### src/pkg/jtag_snoop_defines.vh
`ifndef JTAG_SNOOP_DEFINES_VH
`define JTAG_SNOOP_DEFINES_VH

// Instruction register
`define SNP_IR_W          4
`define SNP_IR_BYPASS     4'h0
`define SNP_IR_IDCODE     4'hF
`define SNP_IR_ACCESS     4'h8
`define SNP_IR_CAPTURE    4'h1

// Register access data register: {write, address, data}
`define SNP_DR_W          24
`define SNP_DR_WR_BIT     23
`define SNP_DR_ADDR_HI    22
`define SNP_DR_ADDR_LO    16
`define SNP_DR_DATA_HI    15
`define SNP_DR_DATA_LO    0

// Register indices
`define SNP_REG_ENABLE    7'h00
`define SNP_REG_EVENT_COUNTDOWN      7'h01
`define SNP_REG_BREAK_INSTR_ADDR     7'h02
`define SNP_BP_REGION     2'h1
`define SNP_BP_SEL_CFG    2'h0
`define SNP_BP_SEL_ADDR   2'h1
`define SNP_BP_SEL_DATA   2'h2

// Breakpoint configuration fields
`define BP_TRIG           7
`define BP_BUS_HI         6
`define BP_BUS_LO         5
`define BP_ACC_HI         4
`define BP_ACC_LO         3
`define BP_COND_HI        2
`define BP_COND_LO        0

// Field encodings
`define BP_BUS_I          2'h0
`define BP_BUS_X          2'h1
`define BP_BUS_Y          2'h2
`define BP_COND_ANY       3'h1
`define BP_COND_EQ        3'h2
`define BP_COND_NE        3'h3
`define BP_COND_LT        3'h4
`define BP_COND_GE        3'h5

// Reset values
`define SNP_CFG_RST       8'h00
`define SNP_WORD_RST      16'h0000

`endif

### src/verilog/jtag_breakpoint_snooper.v
`include "jtag_snoop_defines.vh"

// Operation
// - Instruction register is four bits, loaded by shifting one code.
// - JTAG port active and debug clocking selected only while mode pin high.
// - Bypass code routes tdi to tdo through one stage.
// - Identification code instruction puts 32-bit id register between tdi and tdo.
// - Up to eight independently programmable breakpoints watch the processor buses.
// - Snooper works only while its enable register is set.
// - Interrupt clears the enable register and halts snooper logic.
// - Sixteen-bit event countdown drops by one on each event while nonzero.
// - Event while countdown reads zero raises the breakpoint interrupt.
// - Interrupt captures current instruction address into 16-bit register.
// - Each breakpoint owns configuration, match address and data registers.
// - Configuration: triggered bit 7, bus 6:5, access 4:3, condition 2:0.
// - The breakpoint causing the interrupt gets its triggered flag set.
// - Bus field: 00 instruction, 01 X data, 10 Y data; 11 forbidden.
// - Access 00 off, 01 fetch or read, 10 write, 11 both.
// - Condition 000 off, 001 address match only.
// - Condition 010 data equal, 011 data not equal.
// - Condition 100 signed less than, 101 signed greater or equal.
module jtag_breakpoint_snooper #(
  parameter NUM_BP  = 8,
  parameter AW      = 16,
  parameter DW      = 16,
  parameter ID_CODE = 32'h1234_5001  // Arbitrary value, bit 0 set per JTAG
) (
  input  wire          i_ref_clk,
  input  wire          i_rst_b,
  input  wire          i_dbg_mode,
  input  wire          i_tck,
  input  wire          i_tms,
  input  wire          i_tdi,
  input  wire [AW-1:0] i_ibus_addr,
  input  wire [DW-1:0] i_ibus_data,
  input  wire          i_ibus_fetch,
  input  wire [AW-1:0] i_xbus_addr,
  input  wire [DW-1:0] i_xbus_data,
  input  wire          i_xbus_rd,
  input  wire          i_xbus_wr,
  input  wire [AW-1:0] i_ybus_addr,
  input  wire [DW-1:0] i_ybus_data,
  input  wire          i_ybus_rd,
  input  wire          i_ybus_wr,
  output reg           o_tdo,
  output reg           o_dbg_clk_sel,
  output reg           o_bkpt_irq,
  output reg           o_snoop_active
);
  // TAP states, one-hot
  localparam ST_TLR  = 16'h0001;
  localparam ST_RTI  = 16'h0002;
  localparam ST_SDR  = 16'h0004;
  localparam ST_CDR  = 16'h0008;
  localparam ST_SHDR = 16'h0010;
  localparam ST_E1DR = 16'h0020;
  localparam ST_PDR  = 16'h0040;
  localparam ST_E2DR = 16'h0080;
  localparam ST_UDR  = 16'h0100;
  localparam ST_SIR  = 16'h0200;
  localparam ST_CIR  = 16'h0400;
  localparam ST_SHIR = 16'h0800;
  localparam ST_E1IR = 16'h1000;
  localparam ST_PIR  = 16'h2000;
  localparam ST_E2IR = 16'h4000;
  localparam ST_UIR  = 16'h8000;

  wire [3:0]          pins;
  wire                mode;
  wire                tck;
  wire                tms;
  wire                tdi;
  reg                 tck_d;
  wire                tck_rise;
  wire                tck_fall;
  reg  [15:0]         st;
  reg  [15:0]         next_st;
  reg  [`SNP_IR_W-1:0] ir_shift;
  reg  [`SNP_IR_W-1:0] ir;
  reg                 bypass;
  reg  [31:0]         id_shift;
  reg  [`SNP_DR_W-1:0] acc_shift;
  reg  [6:0]          acc_addr;
  reg  [DW-1:0]       rd_word;
  reg                 wr_stb;
  reg  [6:0]          wr_addr;
  reg  [DW-1:0]       wr_data;
  reg                 snoop_ena;
  reg  [15:0]         event_countdown;
  reg  [AW-1:0]       break_instr_addr;
  reg  [7:0]          bp_cfg  [0:NUM_BP-1];
  reg  [AW-1:0]       bp_addr [0:NUM_BP-1];
  reg  [DW-1:0]       bp_data [0:NUM_BP-1];
  wire [NUM_BP-1:0]   hit;
  wire                any_hit;
  wire                fire;
  integer             k;

  // Pins come from the probe, asynchronous to the core clock
  snoop_sync2 #(
    .W (4)
  ) u_pin_sync (
    .i_ref_clk (i_ref_clk),
    .i_rst_b   (i_rst_b),
    .i_async   ({i_dbg_mode, i_tck, i_tms, i_tdi}),
    .o_sync    (pins)
  );

  assign mode     = pins[3];
  assign tck      = pins[2];
  assign tms      = pins[1];
  assign tdi      = pins[0];
  assign tck_rise = tck & ~tck_d;
  assign tck_fall = ~tck & tck_d;

  // Edge detector on the synchronized test clock
  always @(posedge i_ref_clk)
  begin
    if (!i_rst_b)
      tck_d <= 1'b0;
    else
      tck_d <= tck;
  end

  // TAP next state from tms
  always @*
  begin
    case (st)
      ST_TLR:  next_st = tms ? ST_TLR  : ST_RTI;
      ST_RTI:  next_st = tms ? ST_SDR  : ST_RTI;
      ST_SDR:  next_st = tms ? ST_SIR  : ST_CDR;
      ST_CDR:  next_st = tms ? ST_E1DR : ST_SHDR;
      ST_SHDR: next_st = tms ? ST_E1DR : ST_SHDR;
      ST_E1DR: next_st = tms ? ST_UDR  : ST_PDR;
      ST_PDR:  next_st = tms ? ST_E2DR : ST_PDR;
      ST_E2DR: next_st = tms ? ST_UDR  : ST_SHDR;
      ST_UDR:  next_st = tms ? ST_SDR  : ST_RTI;
      ST_SIR:  next_st = tms ? ST_TLR  : ST_CIR;
      ST_CIR:  next_st = tms ? ST_E1IR : ST_SHIR;
      ST_SHIR: next_st = tms ? ST_E1IR : ST_SHIR;
      ST_E1IR: next_st = tms ? ST_UIR  : ST_PIR;
      ST_PIR:  next_st = tms ? ST_E2IR : ST_PIR;
      ST_E2IR: next_st = tms ? ST_UIR  : ST_SHIR;
      ST_UIR:  next_st = tms ? ST_SDR  : ST_RTI;
      default: next_st = ST_TLR;
    endcase
  end

  // Register read mux for the access instruction
  always @*
  begin
    rd_word = `SNP_WORD_RST;
    if (acc_addr[6:5] == `SNP_BP_REGION)
    begin
      case (acc_addr[1:0])
        `SNP_BP_SEL_CFG:  rd_word = {{(DW-8){1'b0}}, bp_cfg[acc_addr[4:2]]};
        `SNP_BP_SEL_ADDR: rd_word = bp_addr[acc_addr[4:2]];
        `SNP_BP_SEL_DATA: rd_word = bp_data[acc_addr[4:2]];
        default:          rd_word = `SNP_WORD_RST;
      endcase
    end
    else
    begin
      case (acc_addr)
        `SNP_REG_ENABLE: rd_word = {{(DW-1){1'b0}}, snoop_ena};
        `SNP_REG_EVENT_COUNTDOWN:   rd_word = event_countdown;
        `SNP_REG_BREAK_INSTR_ADDR:  rd_word = break_instr_addr;
        default:         rd_word = `SNP_WORD_RST;
      endcase
    end
  end

  // TAP sequencing; held in reset while debug mode is low
  always @(posedge i_ref_clk)
  begin
    if (!i_rst_b || !mode)
    begin
      st        <= ST_TLR;
      ir        <= `SNP_IR_IDCODE;
      ir_shift  <= `SNP_IR_CAPTURE;
      bypass    <= 1'b0;
      id_shift  <= 32'h0000_0000;
      acc_shift <= {`SNP_DR_W{1'b0}};
      acc_addr  <= 7'h00;
      o_tdo     <= 1'b0;
      wr_stb    <= 1'b0;
      wr_addr   <= 7'h00;
      wr_data   <= `SNP_WORD_RST;
    end
    else
    begin
      wr_stb <= 1'b0;
      if (tck_rise)
      begin
        st <= next_st;
        if (st == ST_TLR)
          ir <= `SNP_IR_IDCODE;
        if (st == ST_CIR)
          ir_shift <= `SNP_IR_CAPTURE;
        if (st == ST_SHIR)
          ir_shift <= {tdi, ir_shift[`SNP_IR_W-1:1]};
        if (st == ST_CDR)
        begin
          bypass    <= 1'b0;
          id_shift  <= ID_CODE;
          acc_shift <= {1'b0, acc_addr, rd_word};
        end
        if (st == ST_SHDR)
        begin
          case (ir)
            `SNP_IR_IDCODE: id_shift  <= {tdi, id_shift[31:1]};
            `SNP_IR_ACCESS: acc_shift <= {tdi, acc_shift[`SNP_DR_W-1:1]};
            default:        bypass    <= tdi;
          endcase
        end
      end
      if (tck_fall)
      begin
        // Data changes on the falling edge so the probe samples it stable
        if (st == ST_SHIR)
          o_tdo <= ir_shift[0];
        else if (st == ST_SHDR)
        begin
          case (ir)
            `SNP_IR_IDCODE: o_tdo <= id_shift[0];
            `SNP_IR_ACCESS: o_tdo <= acc_shift[0];
            default:        o_tdo <= bypass;
          endcase
        end
        if (st == ST_UIR)
          ir <= ir_shift;
        if (st == ST_UDR && ir == `SNP_IR_ACCESS)
        begin
          acc_addr <= acc_shift[`SNP_DR_ADDR_HI:`SNP_DR_ADDR_LO];
          wr_stb   <= acc_shift[`SNP_DR_WR_BIT];
          wr_addr  <= acc_shift[`SNP_DR_ADDR_HI:`SNP_DR_ADDR_LO];
          wr_data  <= acc_shift[`SNP_DR_DATA_HI:`SNP_DR_DATA_LO];
        end
      end
    end
  end

  // Debug clock select follows the synchronized mode pin
  always @(posedge i_ref_clk)
  begin
    if (!i_rst_b)
      o_dbg_clk_sel <= 1'b0;
    else
      o_dbg_clk_sel <= mode;
  end

  // One matcher per breakpoint
  genvar g;
  generate
    for (g = 0; g < NUM_BP; g = g + 1)
    begin : g_bp
      snoop_bkpt_match #(
        .AW (AW),
        .DW (DW)
      ) u_match (
        .i_cfg        (bp_cfg[g]),
        .i_match_addr (bp_addr[g]),
        .i_match_data (bp_data[g]),
        .i_ibus_addr  (i_ibus_addr),
        .i_ibus_data  (i_ibus_data),
        .i_ibus_fetch (i_ibus_fetch),
        .i_xbus_addr  (i_xbus_addr),
        .i_xbus_data  (i_xbus_data),
        .i_xbus_rd    (i_xbus_rd),
        .i_xbus_wr    (i_xbus_wr),
        .i_ybus_addr  (i_ybus_addr),
        .i_ybus_data  (i_ybus_data),
        .i_ybus_rd    (i_ybus_rd),
        .i_ybus_wr    (i_ybus_wr),
        .o_hit        (hit[g])
      );
    end
  endgenerate

  // Disabled snooper sees no events at all
  assign any_hit = snoop_ena & (|hit);
  assign fire    = any_hit & (event_countdown == 16'h0000);

  // Snooper registers: debugger writes, hardware event updates
  always @(posedge i_ref_clk)
  begin
    if (!i_rst_b)
    begin
      snoop_ena        <= 1'b0;
      event_countdown  <= `SNP_WORD_RST;
      break_instr_addr <= `SNP_WORD_RST;
      o_bkpt_irq       <= 1'b0;
      o_snoop_active   <= 1'b0;
      for (k = 0; k < NUM_BP; k = k + 1)
      begin
        bp_cfg[k]  <= `SNP_CFG_RST;
        bp_addr[k] <= `SNP_WORD_RST;
        bp_data[k] <= `SNP_WORD_RST;
      end
    end
    else
    begin
      if (wr_stb)
      begin
        if (wr_addr[6:5] == `SNP_BP_REGION)
        begin
          case (wr_addr[1:0])
            `SNP_BP_SEL_CFG:  bp_cfg[wr_addr[4:2]]  <= wr_data[7:0];
            `SNP_BP_SEL_ADDR: bp_addr[wr_addr[4:2]] <= wr_data;
            `SNP_BP_SEL_DATA: bp_data[wr_addr[4:2]] <= wr_data;
            default:          bp_cfg[wr_addr[4:2]]  <= bp_cfg[wr_addr[4:2]];
          endcase
        end
        else if (wr_addr == `SNP_REG_ENABLE)
          snoop_ena <= wr_data[0];
        else if (wr_addr == `SNP_REG_EVENT_COUNTDOWN)
          event_countdown <= wr_data;
      end
      // Counting; an event while countdown is nonzero overrides a same-cycle countdown write
      if (any_hit && event_countdown != 16'h0000)
        event_countdown <= event_countdown - 16'h0001;
      // Interrupt clears enable and wins over a same-cycle debugger write
      if (fire)
      begin
        snoop_ena        <= 1'b0;
        break_instr_addr <= i_ibus_addr;
        for (k = 0; k < NUM_BP; k = k + 1)
          if (hit[k])
            bp_cfg[k][`BP_TRIG] <= 1'b1;
      end
      o_bkpt_irq     <= fire;
      o_snoop_active <= snoop_ena & ~fire;
    end
  end
endmodule

### src/verilog/snoop_sync2.v
// Two-stage synchronizer for pin levels
module snoop_sync2 #(
  parameter W = 1
) (
  input  wire         i_ref_clk,
  input  wire         i_rst_b,
  input  wire [W-1:0] i_async,
  output reg  [W-1:0] o_sync
);
  reg [W-1:0] meta;

  // First stage feeds only the second
  always @(posedge i_ref_clk)
  begin
    if (!i_rst_b)
    begin
      meta   <= {W{1'b0}};
      o_sync <= {W{1'b0}};
    end
    else
    begin
      meta   <= i_async;
      o_sync <= meta;
    end
  end
endmodule

### src/verilog/snoop_bkpt_match.v
`include "jtag_snoop_defines.vh"

// Match logic for one breakpoint, purely combinational
module snoop_bkpt_match #(
  parameter AW = 16,
  parameter DW = 16
) (
  input  wire [7:0]    i_cfg,
  input  wire [AW-1:0] i_match_addr,
  input  wire [DW-1:0] i_match_data,
  input  wire [AW-1:0] i_ibus_addr,
  input  wire [DW-1:0] i_ibus_data,
  input  wire          i_ibus_fetch,
  input  wire [AW-1:0] i_xbus_addr,
  input  wire [DW-1:0] i_xbus_data,
  input  wire          i_xbus_rd,
  input  wire          i_xbus_wr,
  input  wire [AW-1:0] i_ybus_addr,
  input  wire [DW-1:0] i_ybus_data,
  input  wire          i_ybus_rd,
  input  wire          i_ybus_wr,
  output reg           o_hit
);
  reg [AW-1:0] bus_addr;
  reg [DW-1:0] bus_data;
  reg          bus_rd;
  reg          bus_wr;
  reg          bus_ok;
  reg          cond_ok;
  wire [1:0]   bus_sel;
  wire [1:0]   acc;
  wire [2:0]   cond;

  assign bus_sel = i_cfg[`BP_BUS_HI:`BP_BUS_LO];
  assign acc     = i_cfg[`BP_ACC_HI:`BP_ACC_LO];
  assign cond    = i_cfg[`BP_COND_HI:`BP_COND_LO];

  // Signed less-than on two data words
  function sgn_lt;
    input [DW-1:0] a;
    input [DW-1:0] b;
    begin
      sgn_lt = ($signed(a) < $signed(b));
    end
  endfunction

  // Bus selection; code 11 leaves the breakpoint dead
  always @*
  begin
    bus_ok   = 1'b1;
    bus_addr = i_ibus_addr;
    bus_data = i_ibus_data;
    bus_rd   = i_ibus_fetch;   // Fetch counts as a read
    bus_wr   = 1'b0;
    case (bus_sel)
      `BP_BUS_I: bus_ok = 1'b1;
      `BP_BUS_X:
      begin
        bus_addr = i_xbus_addr;
        bus_data = i_xbus_data;
        bus_rd   = i_xbus_rd;
        bus_wr   = i_xbus_wr;
      end
      `BP_BUS_Y:
      begin
        bus_addr = i_ybus_addr;
        bus_data = i_ybus_data;
        bus_rd   = i_ybus_rd;
        bus_wr   = i_ybus_wr;
      end
      default: bus_ok = 1'b0;
    endcase
  end

  // Data condition; 000, 110 and 111 never fire
  always @*
  begin
    case (cond)
      `BP_COND_ANY: cond_ok = 1'b1;
      `BP_COND_EQ:  cond_ok = (bus_data == i_match_data);
      `BP_COND_NE:  cond_ok = (bus_data != i_match_data);
      `BP_COND_LT:  cond_ok = sgn_lt(bus_data, i_match_data);
      `BP_COND_GE:  cond_ok = ~sgn_lt(bus_data, i_match_data);
      default:      cond_ok = 1'b0;
    endcase
  end

  // Access type bit 0 watches reads, bit 1 writes; 00 disables
  always @*
  begin
    o_hit = bus_ok & cond_ok & (bus_addr == i_match_addr)
          & ((acc[0] & bus_rd) | (acc[1] & bus_wr));
  end
endmodule

### config.mk
export PLATFORM = sky130hd
export DESIGN_NAME = jtag_breakpoint_snooper
export DESIGN_NICKNAME = d
export VERILOG_FILES = /design/src/verilog/jtag_breakpoint_snooper.v /design/src/verilog/snoop_sync2.v /design/src/verilog/snoop_bkpt_match.v
export VERILOG_INCLUDE_DIRS = /design/src /design/src/pkg
export SDC_FILE = /design/constraint.sdc
export NUM_CORES = 2
export LEC_CHECK = 0
export BUFFER_PORTS_ARGS = -buffer_cell sky130_fd_sc_hd__buf_2
export CAP_MARGIN = 20
export CELL_PAD_IN_SITES_DETAIL_PLACEMENT = 2
export CELL_PAD_IN_SITES_GLOBAL_PLACEMENT = 2
export CORE_MARGIN = 4
export CORE_UTILIZATION = 41
export CTS_CLUSTER_DIAMETER = 120
export DETAILED_ROUTE_END_ITERATION = 12
export PLACE_DENSITY_LB_ADDON = 0.1
export SLEW_MARGIN = 20
export SYNTH_ARGS = -nofsm -noshare
export SYNTH_HDL_FRONTEND = slang
export SYNTH_HIERARCHICAL = 1
export SYNTH_SLANG_ARGS = --single-unit
### constraint.sdc
create_clock -name i_ref_clk -period 5.14 [get_ports i_ref_clk]
set_input_delay 1.285 -clock i_ref_clk [delete_from_list [all_inputs] [get_ports i_ref_clk]]
set_output_delay 1.285 -clock i_ref_clk [all_outputs]
set_load 0.02 [all_outputs]
==> results_dict.tcl <==
set metrics [dict create \
    cp_slowest_cell "o21ai_0" \
    power_density_mw_per_mm2 277 \
    run_status "finished, violations left" \
    seq_area_frac_synth 0.382 \
    place.gp.congestion 0.978 \
    die-area_mm2 0.0853 \
    drt-pass1-iter-count 8 \
    clk_latency_ns 0.68 \
    ir_drop_mv 0.240 \
    die_y_um 292 \
    clock_sinks 474 \
    cts_root_buf "clkbuf_16" \
    final_layout_size_suffix_gt1_frac 0.207 \
    synth_area_leaders "edfxtp_1 29%, dfxtp_1 9.6%, ha_1 5.8%" \
    htreeDepth 2 \
    maxCapViolations 0 \
    relSlewSlack 0.152 \
    reg2reg_from "bp_cfg[3][5]$_DFFE_PP_" \
    worstHoldEndpoint "u_pin_sync/o_sync[2]$_SDFF_PN0_" \
    track_usage 0.389 \
    holdWs_ns 0.442 \
    final_cells 4890 \
    area_delta_synth_final_pct 17.6 \
    crit_arrival_ns 5.54 \
    port_buffers 110 \
    achievable-frequency_mhz 192 \
    cts_buffer_depth 3 \
    cts_hold_buffers 0 \
    fin_ws_ns -0.0599 \
    ys.warnings.count 6 \
    synth_ff_type "edfxtp_1" \
    crit_chain "inv_1 > ha_4 > buf_4 > a22oi_1 > o21ai_0 > buf_4 > ha_1 > nand2_1 > o21ai_0 > a211oi_1 > buf_4 > mux2_1 > o2111a_1 > nor4_2 > a21boi_2 > buf_4 > nand4_2 > o21ai_1 > mux2_4 > o21a_1" \
    skew_ns 0.0926 \
    holdCritStartpoint "u_pin_sync/meta[2]$_SDFF_PN0_" \
    hold_class "reg2reg" \
    finalCriticalPeriod_ns 5.20 \
    crit_top_cell "buf_4" \
    r2r_cells 20 \
    die-width_um 292 \
    cts.clk_slew.worst_paths_ns 0.08 \
    numCtsBuffers 56 \
    ioPinCount 111 \
    fp-row-count 103 \
    critPathLaunchType "flop" \
    tightestPinTransition_ns 1.27 \
    synth-edff-count 315 \
    initial_utilization 0.416 \
    slew_viol_final 0 \
    grt_pass1_vias 34370 \
    cp.required_ns 5.48 \
    postSynthCellCount 3530 \
    rrSetupSlack_ns -0.06 \
    cpPeakStageDelay_ns 0.53 \
    syn_nets 3791 \
    dp_slack_ns -0.789 \
    wirelength_um 175000 \
    path_class "reg2reg" \
    drc 0 \
    multi_input_area_mm2 0.0188 \
    cp_top_family "compound AO/OA/AOI/OAI gates" \
    grt_pass1_wl_um 246000 \
    violations "setup timing" \
    via_per_inst 6.71 \
    syn_avg_cell_area_um2 9.37 \
    netlist_area_mm2 0.0331 \
    nFillCells 8351 \
    grt_antenna_before_repair 17 \
    yosys.cell_types.count 81 \
    rr_endpoint "bp_cfg[7][7]$_DFFE_PP_" \
    dp.cells 4698 \
    synth-seq-cells 474 \
    yosysTopAreaCellShare 0.286 \
    grt_max_degree 74 \
    post_drt_wl_per_cell_um 35.8 \
    nNetsFinal 4045 \
    holdPathStages 1 \
    dr.first_iter.drc_count 4265 \
    postSynth.asyncResetShare 0 \
    setup_viol 6 \
    overflow 0 \
    antenna_left 0 \
    power_leakage_nw 14.6 \
    crit_fanout 10 \
    routed-via-count 32825 \
    dp_hpwl_um 123000 \
    cp-end-kind "flop" \
    final-seq-area_mm2 0.0127 \
    path_buf_inv 5 \
    finalHoldViolCount 0 \
    finalCritPeriodShare 1.01 \
    yosysTopAreaCell "edfxtp_1" \
    cts_tree "done" \
    core_region_area_mm2 0.0795 \
]
## synth_stat cells (all sizes together) (12+ instances only)
cell,n
a211oi,14
a21boi,27
a21o,17
a21oi,168
a221oi,31
a22o,24
a22oi,253
a31oi,23
and2,272
and3,14
buf,124
clkbuf,137
dfxtp,159
edfxtp,315
ha,154
inv,190
mux2,31
mux2i,36
mux4,74
nand2,399
nand3,73
nand4,51
nor2,217
nor2b,23
nor3,57
nor4,22
nor4b,12
o211ai,23
o21a,13
o21ai,251
o221ai,15
o22ai,18
xnor2,98
xor2,84
## per-stage QoR
step / power (mW) / TNS, ns / instance area (um^2) / utilization
after global placement: 6.23 / -21.05 / 35900 / 0.452
final: 10.8 / -0.203 / 38900 / 0.489
after global routing: 11.1 / -1.39 / 38900 / 0.489
after floorplan: 5.38 / 0 / 33100 / -
after CTS: 10.6 / 0 / 38500 / 0.484
after detailed placement: 6.35 / -24.87 / 35900 / 0.452
## cells in the final DEF (no fill, tap or decap), drive strengths merged, types with 11 or more instances in the layout
cell type / instances
buf: 456
nand2: 399
edfxtp: 315
and2: 272
a22oi: 253
o21ai: 251
nor2: 217
inv: 190
a21oi: 168
dfxtp: 159
ha: 154
xnor2: 98
xor2: 84
clkbuf: 75
mux4: 74
nand3: 73
nor3: 57
nand4: 51
mux2i: 36
a221oi: 31
mux2: 31
a21boi: 27
a22o: 24
o211ai: 23
a31oi: 23
nor2b: 23
clkinv: 23
nor4: 22
o22ai: 18
a21o: 17
o221ai: 15
and3: 14
a211oi: 14
o21a: 13
nor4b: 12
nand2b: 11
o311ai: 11
## power by group
group	total (mW)	switching (mW)	internal, mW
sequential	4.34	0.150	4.19
combinational	2.20	1.40	0.797
clock	4.24	1.84	2.40
## registers in the layout (all words and copies together) (netlist names), 7 cells and up, named ones only
| signal | cells |
|---|---|
| acc_shift | 24 |
| bp_addr | 128 |
| bp_cfg | 64 |
| bp_data | 128 |
| break_instr_addr | 16 |
| event_countdown | 16 |
| id_shift | 32 |
| st | 16 |
| wr_addr | 7 |
| wr_data | 16 |
## worst reg2reg max path, stage by stage (launching register included)
cell and delay [ns]:
edfxtp_1 0.51, inv_1 0.15, ha_4 0.32, buf_4 0.24, a22oi_1 0.09, o21ai_0 0.53, buf_4 0.22, ha_1 0.21
nand2_1 0.09, o21ai_0 0.10, a211oi_1 0.28, buf_4 0.16, mux2_1 0.32, o2111a_1 0.28, nor4_2 0.27, a21boi_2 0.12
buf_4 0.17, nand4_2 0.11, o21ai_1 0.10, mux2_4 0.38, o21a_1 0.21
## timing repair
item / 4_1_cts / 5_1_grt
setup endpoints to repair: 46 / 26
gates resized for setup: 44 / 28
pin swaps: 11 / 19
setup buffers: 43 / 35
## logic make-up (layout without fill, tap and decap cells)
family                     after synthesis  after routing  synth area share
AOI/OAI and AO/OA                      940            940             0.193
other                                    0              9                 0
DFF                                    474            474             0.382
and+or+nand+nor                       1188           1188             0.184
buffers and inverters                  451            752            0.0623
muxes                                  141            141            0.0718
xor gates and xnor gates               182            182            0.0482
adders and majority gates              154            154            0.0583
## worst max path at each step
| stage | to | from | cells past startpoint |
|---|---|---|---|
| after global routing | bp_cfg[7][7]$_DFFE_PP_ | bp_cfg[6][6]$_SDFFCE_PN0P_ | 23 |
| final | bp_cfg[7][7]$_DFFE_PP_ | bp_cfg[3][5]$_DFFE_PP_ | 20 |
| after floorplan | bp_cfg[5][7]$_DFFE_PP_ | bp_cfg[5][6]$_SDFFCE_PN0P_ | 18 |
| after global placement | bp_cfg[2][7]$_DFF_P_ | i_ybus_data[11] | 18 |
| after CTS | bp_cfg[2][7]$_DFF_P_ | bp_cfg[7][6]$_SDFFCE_PN0P_ | 20 |
| after detailed placement | bp_cfg[2][7]$_DFF_P_ | i_ybus_data[15] | 18 |
## final cells by class
class / count / area share
inverters: 190 / 0.0183
diodes: 9 / 0.000579
clock inverters: 31 / 0.00856
well taps: 1050 / 0.0338
clock buffers: 74 / 0.0411
flip-flops and latches: 474 / 0.325
repair buffers: 457 / 0.0882
multi-input cells: 2605 / 0.484
## metal layers
metal | part of all wire | routed length [um] | GRT usage
met3 | 0.10 | 18100 | 0.0759
met4 | 0.061 | 10600 | 0.192
met1 | 0.39 | 68700 | 0.516
met2 | 0.44 | 77600 | 0.609
met5 | 0.00040 | 70 | 0
Power figures use the tool's default switching activity.
